==> config.mk <==
export PLATFORM = sky130hd
export DESIGN_NAME = ibd_isp_decoder
export DESIGN_NICKNAME = d
export VERILOG_FILES = /design/src/ibd_pkg.sv /design/src/ibd_isp_decoder.sv
export SDC_FILE = /design/constraint.sdc
export NUM_CORES = 1
export LEC_CHECK = 0
export BUFFER_PORTS_ARGS = -buffer_cell sky130_fd_sc_hd__buf_4
export CAP_MARGIN = 10
export CORE_MARGIN = 2
export CORE_UTILIZATION = 35
export CTS_CLUSTER_DIAMETER = 150
export DETAILED_ROUTE_END_ITERATION = 16
export PLACE_DENSITY_LB_ADDON = 0.12
export SETUP_SLACK_MARGIN = 0.02
export SYNTH_ARGS = -nofsm -noshare
export SYNTH_HDL_FRONTEND = slang
export SYNTH_SLANG_ARGS = --single-unit
==> constraint.sdc <==
create_clock -name sys_clk_in -period 7.3 [get_ports sys_clk_in]
set_clock_uncertainty 0.05 [all_clocks]
set_input_delay 0.365 -clock sys_clk_in [delete_from_list [all_inputs] [get_ports sys_clk_in]]
set_output_delay 0.365 -clock sys_clk_in [all_outputs]
set_load 0.01 [all_outputs]
==> src/ibd_pkg.sv <==
// Package with constants for the programming-chain bus decoder.
package ibd_pkg;
    // ------------------------------------------------------------------
    // Register map
    // ------------------------------------------------------------------
    localparam logic [11:0] IBD_CTRL_OFS   = 12'h000;
    localparam logic [11:0] IBD_STATUS_OFS = 12'h004;
    localparam logic [11:0] IBD_ADDR_OFS   = 12'h008;
    // Control fields.
    localparam int IBD_CTRL_STRB_BIT = 0;
    localparam int IBD_CTRL_UPD_BIT  = 1;
    // Status fields.
    localparam int IBD_ST_DONE_BIT   = 0;
    localparam int IBD_ST_HIT_BIT    = 1;
    localparam int IBD_ST_EN_BIT     = 2;
    localparam int IBD_ST_MODE_BIT   = 3;
    localparam int IBD_ST_SDI_BIT    = 4;
    localparam int IBD_ST_SCLK_BIT   = 5;
    localparam int IBD_ST_SEL_LSB    = 8;
    // I/O data-bus bit positions.
    localparam int IBD_D_EN_BIT   = 0;
    localparam int IBD_D_MODE_BIT = 1;
    localparam int IBD_D_SDI_BIT  = 2;
    localparam int IBD_D_SCLK_BIT = 3;
    // Lowest bit of the I/O data byte inside the ADDR word.
    localparam int IBD_IO_DATA_LSB = 16;
    // Reset values and bus answers.
    localparam logic [2:0]  IBD_SEL_DEFAULT = 3'h7;
    localparam logic [9:0]  IBD_ADDR_RST    = 10'h207;
    localparam logic [9:0]  IBD_WIN_BASE    = 10'h200;
    localparam logic [1:0]  IBD_RESP_OKAY   = 2'h0;
    localparam logic [1:0]  IBD_RESP_SLVERR = 2'h2;
    localparam logic [31:0] IBD_ZERO32      = 32'h0000_0000;
endpackage

==> src/ibd_isp_decoder.sv <==
// Programming-chain I/O decoder and serial-line controller behind AXI4-Lite.
//
// Overview of operation
// - Port lives in the write-only range 200-207 and only answers writes.
// - Low three address bits come from chain select outputs of first device.
// - Select lines pulled up to 111, so a fresh card answers at 207.
// - Low match true only when all three address bits equal the select.
// - Hit needs both the low match and the upper decode.
// - Enable register loads data bit zero on a hit, else holds.
// - Mode register loads mode bit AND current enable on a hit, else holds.
// - Serial clock register loads bus clock bit on a hit, else holds.
// - Serial data register loads bus data bit on a hit, else holds.
// - All four outputs are D registers driving inverted pins.
//
// Software writes an I/O address (ADDR) and data, then writes CTRL bit 0 to
// issue one I/O write strobe; the strobe is one clock-wide internal cycle.
`timescale 1ns/1ps
`default_nettype none
module ibd_isp_decoder
    import ibd_pkg::*;
(
    // Clock and reset.
    input  wire logic        sys_clk_in,
    input  wire logic        rst_in,
    // AXI4-Lite write channels.
    input  wire logic [11:0] s_axi_awaddr_in,
    input  wire logic        s_axi_awvalid_in,
    output logic             s_axi_awready_out,
    input  wire logic [31:0] s_axi_wdata_in,
    input  wire logic [3:0]  s_axi_wstrb_in,
    input  wire logic        s_axi_wvalid_in,
    output logic             s_axi_wready_out,
    output logic [1:0]       s_axi_bresp_out,
    output logic             s_axi_bvalid_out,
    input  wire logic        s_axi_bready_in,
    // AXI4-Lite read channels.
    input  wire logic [11:0] s_axi_araddr_in,
    input  wire logic        s_axi_arvalid_in,
    output logic             s_axi_arready_out,
    output logic [31:0]      s_axi_rdata_out,
    output logic [1:0]       s_axi_rresp_out,
    output logic             s_axi_rvalid_out,
    input  wire logic        s_axi_rready_in,
    // Chain select lines from the first chained device (pulled up when blank).
    input  wire logic [2:0]  chain_sel_in,
    // Programming chain pins, active low (inverted register outputs).
    output logic             isp_en_n_out,
    output logic             mode_n_out,
    output logic             sdi_n_out,
    output logic             sclk_n_out
);

    // ------------------------------------------------------------------
    // Bus slave
    // ------------------------------------------------------------------
    logic        aw_got_ff, nxt_aw_got;
    logic        w_got_ff, nxt_w_got;
    logic [11:0] aw_addr_ff, nxt_aw_addr;
    logic [31:0] w_data_ff, nxt_w_data;
    logic [3:0]  w_strb_ff, nxt_w_strb;
    logic        bvalid_ff, nxt_bvalid;
    logic [1:0]  bresp_ff, nxt_bresp;
    logic        rvalid_ff, nxt_rvalid;
    logic [31:0] rdata_ff, nxt_rdata;
    logic [1:0]  rresp_ff, nxt_rresp;
    logic        arready_ff, nxt_arready;
    logic        awready_ff, nxt_awready;
    logic        wready_ff, nxt_wready;

    // I/O side state.
    logic [9:0]  io_addr_ff, nxt_io_addr;
    logic [7:0]  io_data_ff, nxt_io_data;
    logic        strobe_ff, nxt_strobe;
    logic [2:0]  sel_ltch_ff, nxt_sel_ltch;
    logic        isp_en_ff, nxt_isp_en;
    logic        mode_ff, nxt_mode;
    logic        sdi_ff, nxt_sdi;
    logic        sclk_ff, nxt_sclk;
    logic        last_hit_ff, nxt_last_hit;
    logic        done_ff, nxt_done;
    logic        isp_en_n_ff, nxt_isp_en_n;
    logic        mode_n_ff, nxt_mode_n;
    logic        sdi_n_ff, nxt_sdi_n;
    logic        sclk_n_ff, nxt_sclk_n;

    logic        wr_fire;
    logic        lsb_match;
    logic        msb_match;
    logic        port_hit;

    assign wr_fire = aw_got_ff && w_got_ff && !bvalid_ff;

    // ------------------------------------------------------------------
    // Address decode
    // ------------------------------------------------------------------
    assign lsb_match = (io_addr_ff[2:0] == sel_ltch_ff);
    assign msb_match = (io_addr_ff[9:3] == IBD_WIN_BASE[9:3]);
    assign port_hit  = lsb_match && msb_match;

    always_comb begin
        nxt_aw_got   = aw_got_ff;
        nxt_w_got    = w_got_ff;
        nxt_aw_addr  = aw_addr_ff;
        nxt_w_data   = w_data_ff;
        nxt_w_strb   = w_strb_ff;
        nxt_bvalid   = bvalid_ff;
        nxt_bresp    = bresp_ff;
        nxt_rvalid   = rvalid_ff;
        nxt_rdata    = rdata_ff;
        nxt_rresp    = rresp_ff;
        nxt_io_addr  = io_addr_ff;
        nxt_io_data  = io_data_ff;
        nxt_strobe   = 1'b0;
        nxt_awready  = !aw_got_ff && !(s_axi_awvalid_in && awready_ff);
        nxt_wready   = !w_got_ff && !(s_axi_wvalid_in && wready_ff);
        nxt_arready  = !rvalid_ff && !(s_axi_arvalid_in && arready_ff);
        if (s_axi_awvalid_in && awready_ff) begin
            nxt_aw_got  = 1'b1;
            nxt_aw_addr = s_axi_awaddr_in;
        end
        if (s_axi_wvalid_in && wready_ff) begin
            nxt_w_got  = 1'b1;
            nxt_w_data = s_axi_wdata_in;
            nxt_w_strb = s_axi_wstrb_in;
        end
        if (wr_fire) begin
            nxt_aw_got = 1'b0;
            nxt_w_got  = 1'b0;
            nxt_bvalid = 1'b1;
            nxt_bresp  = IBD_RESP_OKAY;
            unique case (aw_addr_ff)
                IBD_CTRL_OFS: begin
                    if (w_strb_ff[0]) begin
                        nxt_strobe = w_data_ff[IBD_CTRL_STRB_BIT];
                    end
                end
                IBD_ADDR_OFS: begin
                    if (w_strb_ff[0]) begin
                        nxt_io_addr[7:0] = w_data_ff[7:0];
                    end
                    if (w_strb_ff[1]) begin
                        nxt_io_addr[9:8] = w_data_ff[9:8];
                    end
                    if (w_strb_ff[2]) begin
                        nxt_io_data = w_data_ff[IBD_IO_DATA_LSB +: 8];
                    end
                end
                IBD_STATUS_OFS: begin
                    nxt_bresp = IBD_RESP_OKAY;
                end
                default: begin
                    nxt_bresp = IBD_RESP_SLVERR;
                end
            endcase
        end
        if (bvalid_ff && s_axi_bready_in) begin
            nxt_bvalid = 1'b0;
        end
        if (s_axi_arvalid_in && arready_ff) begin
            nxt_rvalid = 1'b1;
            nxt_rresp  = IBD_RESP_OKAY;
            nxt_rdata  = IBD_ZERO32;
            unique case (s_axi_araddr_in)
                IBD_CTRL_OFS: begin
                    nxt_rdata = IBD_ZERO32;
                end
                IBD_STATUS_OFS: begin
                    nxt_rdata[IBD_ST_DONE_BIT] = done_ff;
                    nxt_rdata[IBD_ST_HIT_BIT]  = last_hit_ff;
                    nxt_rdata[IBD_ST_EN_BIT]   = isp_en_ff;
                    nxt_rdata[IBD_ST_MODE_BIT] = mode_ff;
                    nxt_rdata[IBD_ST_SDI_BIT]  = sdi_ff;
                    nxt_rdata[IBD_ST_SCLK_BIT] = sclk_ff;
                    nxt_rdata[IBD_ST_SEL_LSB +: 3] = sel_ltch_ff;
                end
                IBD_ADDR_OFS: begin
                    nxt_rdata[9:0]   = io_addr_ff;
                    nxt_rdata[IBD_IO_DATA_LSB +: 8] = io_data_ff;
                end
                default: begin
                    nxt_rresp = IBD_RESP_SLVERR;
                end
            endcase
        end else if (rvalid_ff && s_axi_rready_in) begin
            nxt_rvalid = 1'b0;
        end
    end

    always_ff @(posedge sys_clk_in or posedge rst_in) begin
        if (rst_in) begin
            aw_got_ff  <= 1'b0;
            w_got_ff   <= 1'b0;
            aw_addr_ff <= IBD_CTRL_OFS;
            w_data_ff  <= IBD_ZERO32;
            w_strb_ff  <= 4'h0;
            bvalid_ff  <= 1'b0;
            bresp_ff   <= IBD_RESP_OKAY;
            rvalid_ff  <= 1'b0;
            rdata_ff   <= IBD_ZERO32;
            rresp_ff   <= IBD_RESP_OKAY;
            arready_ff <= 1'b0;
            awready_ff <= 1'b0;
            wready_ff  <= 1'b0;
            io_addr_ff <= IBD_ADDR_RST;
            io_data_ff <= 8'h00;
            strobe_ff  <= 1'b0;
        end else begin
            aw_got_ff  <= nxt_aw_got;
            w_got_ff   <= nxt_w_got;
            aw_addr_ff <= nxt_aw_addr;
            w_data_ff  <= nxt_w_data;
            w_strb_ff  <= nxt_w_strb;
            bvalid_ff  <= nxt_bvalid;
            bresp_ff   <= nxt_bresp;
            rvalid_ff  <= nxt_rvalid;
            rdata_ff   <= nxt_rdata;
            rresp_ff   <= nxt_rresp;
            arready_ff <= nxt_arready;
            awready_ff <= nxt_awready;
            wready_ff  <= nxt_wready;
            io_addr_ff <= nxt_io_addr;
            io_data_ff <= nxt_io_data;
            strobe_ff  <= nxt_strobe;
        end
    end

    // ------------------------------------------------------------------
    // Chain controller
    // ------------------------------------------------------------------
    // The select lines are latched every cycle so that a reprogrammed chain
    // moves the port address without any software action.
    always_comb begin
        nxt_sel_ltch = chain_sel_in;
        nxt_isp_en   = isp_en_ff;
        nxt_mode     = mode_ff;
        nxt_sdi      = sdi_ff;
        nxt_sclk     = sclk_ff;
        nxt_last_hit = last_hit_ff;
        nxt_done     = done_ff;
        if (strobe_ff) begin
            nxt_last_hit = port_hit;
            nxt_done     = 1'b1;
            if (port_hit) begin
                nxt_isp_en = io_data_ff[IBD_D_EN_BIT];
                nxt_mode   = io_data_ff[IBD_D_MODE_BIT] && isp_en_ff;
                nxt_sdi    = io_data_ff[IBD_D_SDI_BIT];
                nxt_sclk   = io_data_ff[IBD_D_SCLK_BIT];
            end
        end
        // The pins get flops of their own so that no gate sits between flop and pin.
        nxt_isp_en_n = !nxt_isp_en;
        nxt_mode_n   = !nxt_mode;
        nxt_sdi_n    = !nxt_sdi;
        nxt_sclk_n   = !nxt_sclk;
    end

    always_ff @(posedge sys_clk_in or posedge rst_in) begin
        if (rst_in) begin
            sel_ltch_ff <= IBD_SEL_DEFAULT;
            isp_en_ff   <= 1'b0;
            mode_ff     <= 1'b0;
            sdi_ff      <= 1'b0;
            sclk_ff     <= 1'b0;
            last_hit_ff <= 1'b0;
            done_ff     <= 1'b0;
            isp_en_n_ff <= 1'b1;
            mode_n_ff   <= 1'b1;
            sdi_n_ff    <= 1'b1;
            sclk_n_ff   <= 1'b1;
        end else begin
            sel_ltch_ff <= nxt_sel_ltch;
            isp_en_ff   <= nxt_isp_en;
            mode_ff     <= nxt_mode;
            sdi_ff      <= nxt_sdi;
            sclk_ff     <= nxt_sclk;
            last_hit_ff <= nxt_last_hit;
            done_ff     <= nxt_done;
            isp_en_n_ff <= nxt_isp_en_n;
            mode_n_ff   <= nxt_mode_n;
            sdi_n_ff    <= nxt_sdi_n;
            sclk_n_ff   <= nxt_sclk_n;
        end
    end

    // Pins drive the inverse of the stored state.
    assign isp_en_n_out      = isp_en_n_ff;
    assign mode_n_out        = mode_n_ff;
    assign sdi_n_out         = sdi_n_ff;
    assign sclk_n_out        = sclk_n_ff;
    assign s_axi_awready_out = awready_ff;
    assign s_axi_wready_out  = wready_ff;
    assign s_axi_bvalid_out  = bvalid_ff;
    assign s_axi_bresp_out   = bresp_ff;
    assign s_axi_arready_out = arready_ff;
    assign s_axi_rvalid_out  = rvalid_ff;
    assign s_axi_rdata_out   = rdata_ff;
    assign s_axi_rresp_out   = rresp_ff;

    // ------------------------------------------------------------------
    // Assertions
    // ------------------------------------------------------------------
    a_hit_loads_en: assert property (@(posedge sys_clk_in) disable iff (rst_in)
        strobe_ff && port_hit |=> isp_en_ff == $past(io_data_ff[IBD_D_EN_BIT]))
        else $error("enable did not load on hit");
    a_miss_holds: assert property (@(posedge sys_clk_in) disable iff (rst_in)
        !(strobe_ff && port_hit) |=> $stable(sclk_ff) && $stable(sdi_ff) && $stable(isp_en_ff))
        else $error("outputs changed without hit");
    a_mode_gated: assert property (@(posedge sys_clk_in) disable iff (rst_in)
        strobe_ff && port_hit |=> mode_ff == ($past(io_data_ff[IBD_D_MODE_BIT]) && $past(isp_en_ff)))
        else $error("mode not gated by enable");
    a_sdi_loads: assert property (@(posedge sys_clk_in) disable iff (rst_in)
        strobe_ff && port_hit |=> sdi_ff == $past(io_data_ff[IBD_D_SDI_BIT]))
        else $error("serial data did not load");
    a_lsb_match: assert property (@(posedge sys_clk_in) disable iff (rst_in)
        strobe_ff && io_addr_ff[2:0] != $past(chain_sel_in) |=> !last_hit_ff)
        else $error("low match wrong");
    a_hit_window: assert property (@(posedge sys_clk_in) disable iff (rst_in)
        port_hit |-> io_addr_ff[9] && io_addr_ff[8:3] == 6'h00)
        else $error("hit outside window");
    a_pin_invert: assert property (@(posedge sys_clk_in) disable iff (rst_in)
        isp_en_n_out != isp_en_ff && mode_n_out != mode_ff && sdi_n_out != sdi_ff && sclk_n_out != sclk_ff)
        else $error("pin not inverted");
    a_status_hit: assert property (@(posedge sys_clk_in) disable iff (rst_in)
        strobe_ff |=> last_hit_ff == $past(lsb_match && msb_match))
        else $error("hit status wrong");
    a_resp_follows: assert property (@(posedge sys_clk_in) disable iff (rst_in)
        wr_fire |=> s_axi_bvalid_out)
        else $error("no write response");
    c_hit_write: cover property (@(posedge sys_clk_in) disable iff (rst_in) strobe_ff && port_hit);
    c_miss_write: cover property (@(posedge sys_clk_in) disable iff (rst_in) strobe_ff && !port_hit);
    c_mode_set: cover property (@(posedge sys_clk_in) disable iff (rst_in) $rose(mode_ff));
    c_read: cover property (@(posedge sys_clk_in) disable iff (rst_in) s_axi_rvalid_out);

endmodule
`default_nettype wire

Yosys cells after proc, flatten, opt, wreduce, memory -nomap -nowiden
Cells that the tools add are included.

Flip-flop bits (word level): 101. Bits in latches: 0. Memory bits (writable): 0. ROM bits: 0. Input port bits: 70. Output and inout bits: 45. Word-level logic and storage cells: 94. Memories kept: 0.

$add $sub $neg: 0. Multiply operators: 0. Divide/modulo/power cells: 0. $lt $le $gt $ge: 0. Equality and inequality tests: 6. Shift operators: 0. Multiplexer cells: 26. Bitwise logic cells: 0. Reductions and logical operators: 34.

Operators by type and width (number): 12-bit by 3-bit equality test with 1-bit output, second input constant (2); 12-bit by 4-bit equality test with 1-bit output, second input constant (2); 12-bit zero test (2); 1-bit 2-to-1 mux (20); 1-bit logical AND (12); 6-bit case mux with 2 select lines (1); 1-bit zero test (11); 3-bit AND reduction (3); 8-bit 2-to-1 mux (1); 2-bit nonzero test (4); 7-bit equality test, second input constant (1); 2-bit 2-to-1 mux (3); 3-bit OR reduction (2); 2-bit case mux with 2 select lines (1); 3-bit equality test (1).

Depth between registers and ports, before layout
Depth after elaboration: 5. Depth in mapped cells: 5. Depth with buffers taken out: 4.

Least setup slack after synthesis
Ideal clock, no wire load.

Path type: register to register. Start point: register io_addr_ff[4]. End point: register (tool-made name). Library setup time: 125 ps. Arrival: 1596 ps. Setup slack: 5529 ps. Stages on the path, launching flop included: 5. Path buffers: 0. Period minus slack after synthesis: 1771 ps. Cells stage by stage: dfrtp_1 nor4_1 nand4_1 nor4_4 mux2_2.

RTL lines: start, declared (line ibd_isp_decoder.sv:71) `logic [9:0] io_addr_ff, nxt_io_addr;`; start signal, assigned (line ibd_isp_decoder.sv:221) `io_addr_ff <= nxt_io_addr;`.

Worst setup path after layout
Start point: register arready_ff (netlist: s_axi_arready_out). End point: register rdata_ff[4] (netlist: s_axi_rdata_out[4]).

Word-level cells in the longest chain between the ends: 1.

RTL lines: start, declared (line ibd_isp_decoder.sv:66) `logic arready_ff, nxt_arready;`; start signal, assigned (line ibd_isp_decoder.sv:218) `arready_ff <= nxt_arready;`; 1-bit logical AND (line ibd_isp_decoder.sv:159) `if (s_axi_arvalid_in && arready_ff) begin`; end signal, assigned (line ibd_isp_decoder.sv:216) `rdata_ff <= nxt_rdata;`; end, declared (line ibd_isp_decoder.sv:64) `logic [31:0] rdata_ff, nxt_rdata;`.

Every way passes these cells. A chain may end at the register's enable or synchronous reset.

==> metrics <==
initial antenna violation count=0; Crit path required time=roughly 7.5 ns; hold_buf cts=1; Resized Gates After CTS=0; number of synthesized flops with an enable pin=0; clock slew at reported path FFs=0.09 ns; Logic pwr share=0.179; FF/Latch Area=around 0.0023 mm2; Row Count=37; Nets=411; ys async rst share=1.00; Routed WL=approximately 7000 um; Cell Area, Synth=0.00370 mm2; DP HPWL=between 4000 and 5000 um; max_cap viols=0; Max Fclk=412 MHz; global-route wire length before repair=11,400 um; clk root buf=clkbuf_8; Die X=107 um; CTS tree=yes; Reg2Reg Depth=3; Ports=115; total core area=0.0103 mm2; post-synthesis cell type count=32; clock buffer count from CTS=9; Switching Fraction=0.254; fin crit share=0.332; synth warn=0; Port Buffers=84; Worst VDD drop=0.000116 V; worst-case clock buffer depth=2; final instance area=about 0.0046 mm2; multi-input logic area=0.00124 mm2; worst reg-to-reg setup slack=4.87 ns; hold wc startpoint=chain_sel_in[0]; Least-Margin Pin Slew=1.07 ns; worst path cell trace=nand2_1 -> nor4b_4 -> a221o_2; Clk pwr share=0.289; R2R Path End=s_axi_rdata_out[4]$_DFFE_PP0P_; worst path arrival time=between 2 and 3 ns; Fin. Hold Viols=0; Initial Util=0.360; post-synthesis sequential area ratio=0.633; outcome=finished, final reports clean; Seq pwr share=0.532; number of setup violations in the final report=0; Worst Hold End=sel_ltch_ff[0]$_DFF_PP1_; post-synth top area share=0.555; WL per Instance=14.7 um; worst rel slew slack=0.286; final setup TNS=0 ns; Tmin final=2.43 ns; DRC Markers=0; Setup crit end kind=flop; syn_area_per_cell=between 10 and 15 um2; pwr/cell area=281 mW/mm2; Syn-to-layout area delta=25.6%; vias in the first global route=2,230; Main synth FF type=dfrtp_1; Worst setup SP type=flop; Tot GR Track Use=0.130; Synth area leader=dfrtp_1; RSZ-0062 raised after global routing=false; Setup Fix Bufs, Post-CTS=0; Crit-path slowest cell=nor4b_4; HP Class=in2reg; initial DRC count=59; # fillers=952; layout cells sized above 1=0.509; Internal=973 uW; remaining antenna violation count=0; H-tree depth=3; Worst path top cell family by delay=simple AND/OR/NAND/NOR gates; CP bufs+invs=0; pins over their slew limit=0; GRT Residual Overflow=0; DR pass1 iterations=4; ant diodes=0; DR vias/cell=4.71; CP Max Fanout=24; largest net degree at the start of global routing=75; Via Count=between 2,000 and 2,500; clk sinks=93; Post-DP Area=0.00442 mm2; Min-Delay Path Depth=1; Die ar.=0.0114 mm2; worst skew pair latency=0.35 ns; RD Place Congestion=0.703; synthesized instance count=approximately 250; P_leak=~0.0022 uW; top area cells in the synthesized netlist=dfrtp_1 (55%), mux2_2 (17%), dfstp_2 (7.8%); critical path class=reg2reg; RR Startpoint=s_axi_arready_out$_DFF_PP0_; die height=approximately 110 um; Seq cells post-synth=93; Sw Pwr=between 300 and 400 uW; CP max stage delay=1.11 ns
-- routing by layer --
layer,vias to the layer above,global-route usage,part of all wire
met3,7,0.0334,0.061
met1,1138,0.177,0.46
met5,-,0,0
li1,1056,-,-
met2,71,0.197,0.47
met4,0,0.0584,0.013
-- stage by stage --
stage	utilization	total power (uW)	setup WS, ns	cells	hold slack [ns]
5_1_grt	0.452	1380	4.65	482	0.0409
2_1_floorplan	-	863	4.48	266	0.319
4_1_cts	0.452	1320	4.74	482	0.0464
6_report	0.452	1300	4.87	482	0.0689
3_5_place_dp	0.430	945	4.71	465	0.276
3_3_place_gp	0.430	935	4.71	465	0.275
-- cell families (layout without fill, tap and decap cells) --
kind of cell,after synthesis,in the layout,share of synthesized area
buffers and inverters,28,108,0.0447
muxes,59,59,0.178
other,1,15,0.00101
xor gates and xnor gates,3,3,0.00711
and+or+nand+nor,40,40,0.0741
AOI/OAI and AO/OA,28,28,0.0619
DFF,93,93,0.633
-- power groups by stage --
stage          Combinational (uW)  Clock [uW]  Sequential [uW]
3_3_place_gp                  233           0              702
4_1_cts                       240         389              696
2_1_floorplan                 170           0              693
6_report                      233         377              694
3_5_place_dp                  239           0              706
5_1_grt                       261         411              711
-- placed cells by master (no fill, tap or decap), types with 2 or more instances in the layout --
master     count
and2_1         3
nand3_1        2
or2_2          2
buf_4         85
bufinv_16      2
o21ai_0        2
a21oi_1        5
nand3_2        2
clkbuf_8      10
dfrtp_1       82
a22o_1        11
nand2_1        6
inv_1          5
conb_1        15
and2_0         5
mux2_2        55
dfstp_2       11
nor2_1         6
and3_1         2
mux2i_1        4
nor4_1         5
clkbuf_1       2
a221o_1        7
xor2_1         3
-- sequential cells by signal, indices dropped and copies added, names as in the netlist, 3 cells and up, named ones only --
register and cells:
sel_ltch_ff 3, w_strb_ff 3, io_data_ff 8, io_addr_ff 10, w_data_ff 18, aw_addr_ff 12, s_axi_rdata_out 19
-- worst max path at each step --
| stage | startpoint | end | cells after the start | slack (ns) |
|---|---|---|---|---|
| after CTS | s_axi_arready_out$_DFF_PP0_ | s_axi_rdata_out[4]$_DFFE_PP0P_ | 3 | 4.74 |
| after floorplan | rst_in | asynchronous set/reset pin | 1 | 4.48 |
| after global placement | s_axi_arvalid_in | s_axi_rdata_out[4]$_DFFE_PP0P_ | 4 | 4.71 |
| after detailed placement | s_axi_arvalid_in | s_axi_rdata_out[4]$_DFFE_PP0P_ | 4 | 4.71 |
| final | s_axi_arready_out$_DFF_PP0_ | s_axi_rdata_out[4]$_DFFE_PP0P_ | 3 | 4.87 |
| after global routing | s_axi_arready_out$_DFF_PP0_ | s_axi_rdata_out[1]$_DFFE_PP0P_ | 3 | 4.65 |
-- final cells by class --
class,instances,share of cell area
Clock buffer,12,0.0312
Clock inverter,4,0.0156
Inverter,6,0.00539
Timing Repair Buffer,86,0.139
Sequential cell,93,0.504
Multi-Input combinational cell,145,0.268
Tap cell,136,0.0366
-- cells in the mapped netlist, types with 2 or more instances --
cell / n
a21oi_1: 5
a221o_1: 7
a22o_1: 11
and2_0: 5
and2_1: 3
and3_1: 2
buf_4: 16
clkbuf_1: 6
dfrtp_1: 82
dfstp_2: 11
inv_1: 6
mux2_2: 55
mux2i_1: 4
nand2_1: 6
nand3_1: 2
nand3_2: 2
nor2_1: 6
nor4_1: 5
o21ai_0: 2
or2_2: 2
xor2_1: 3
No activity file was read; power rests on OpenSTA's default activity.
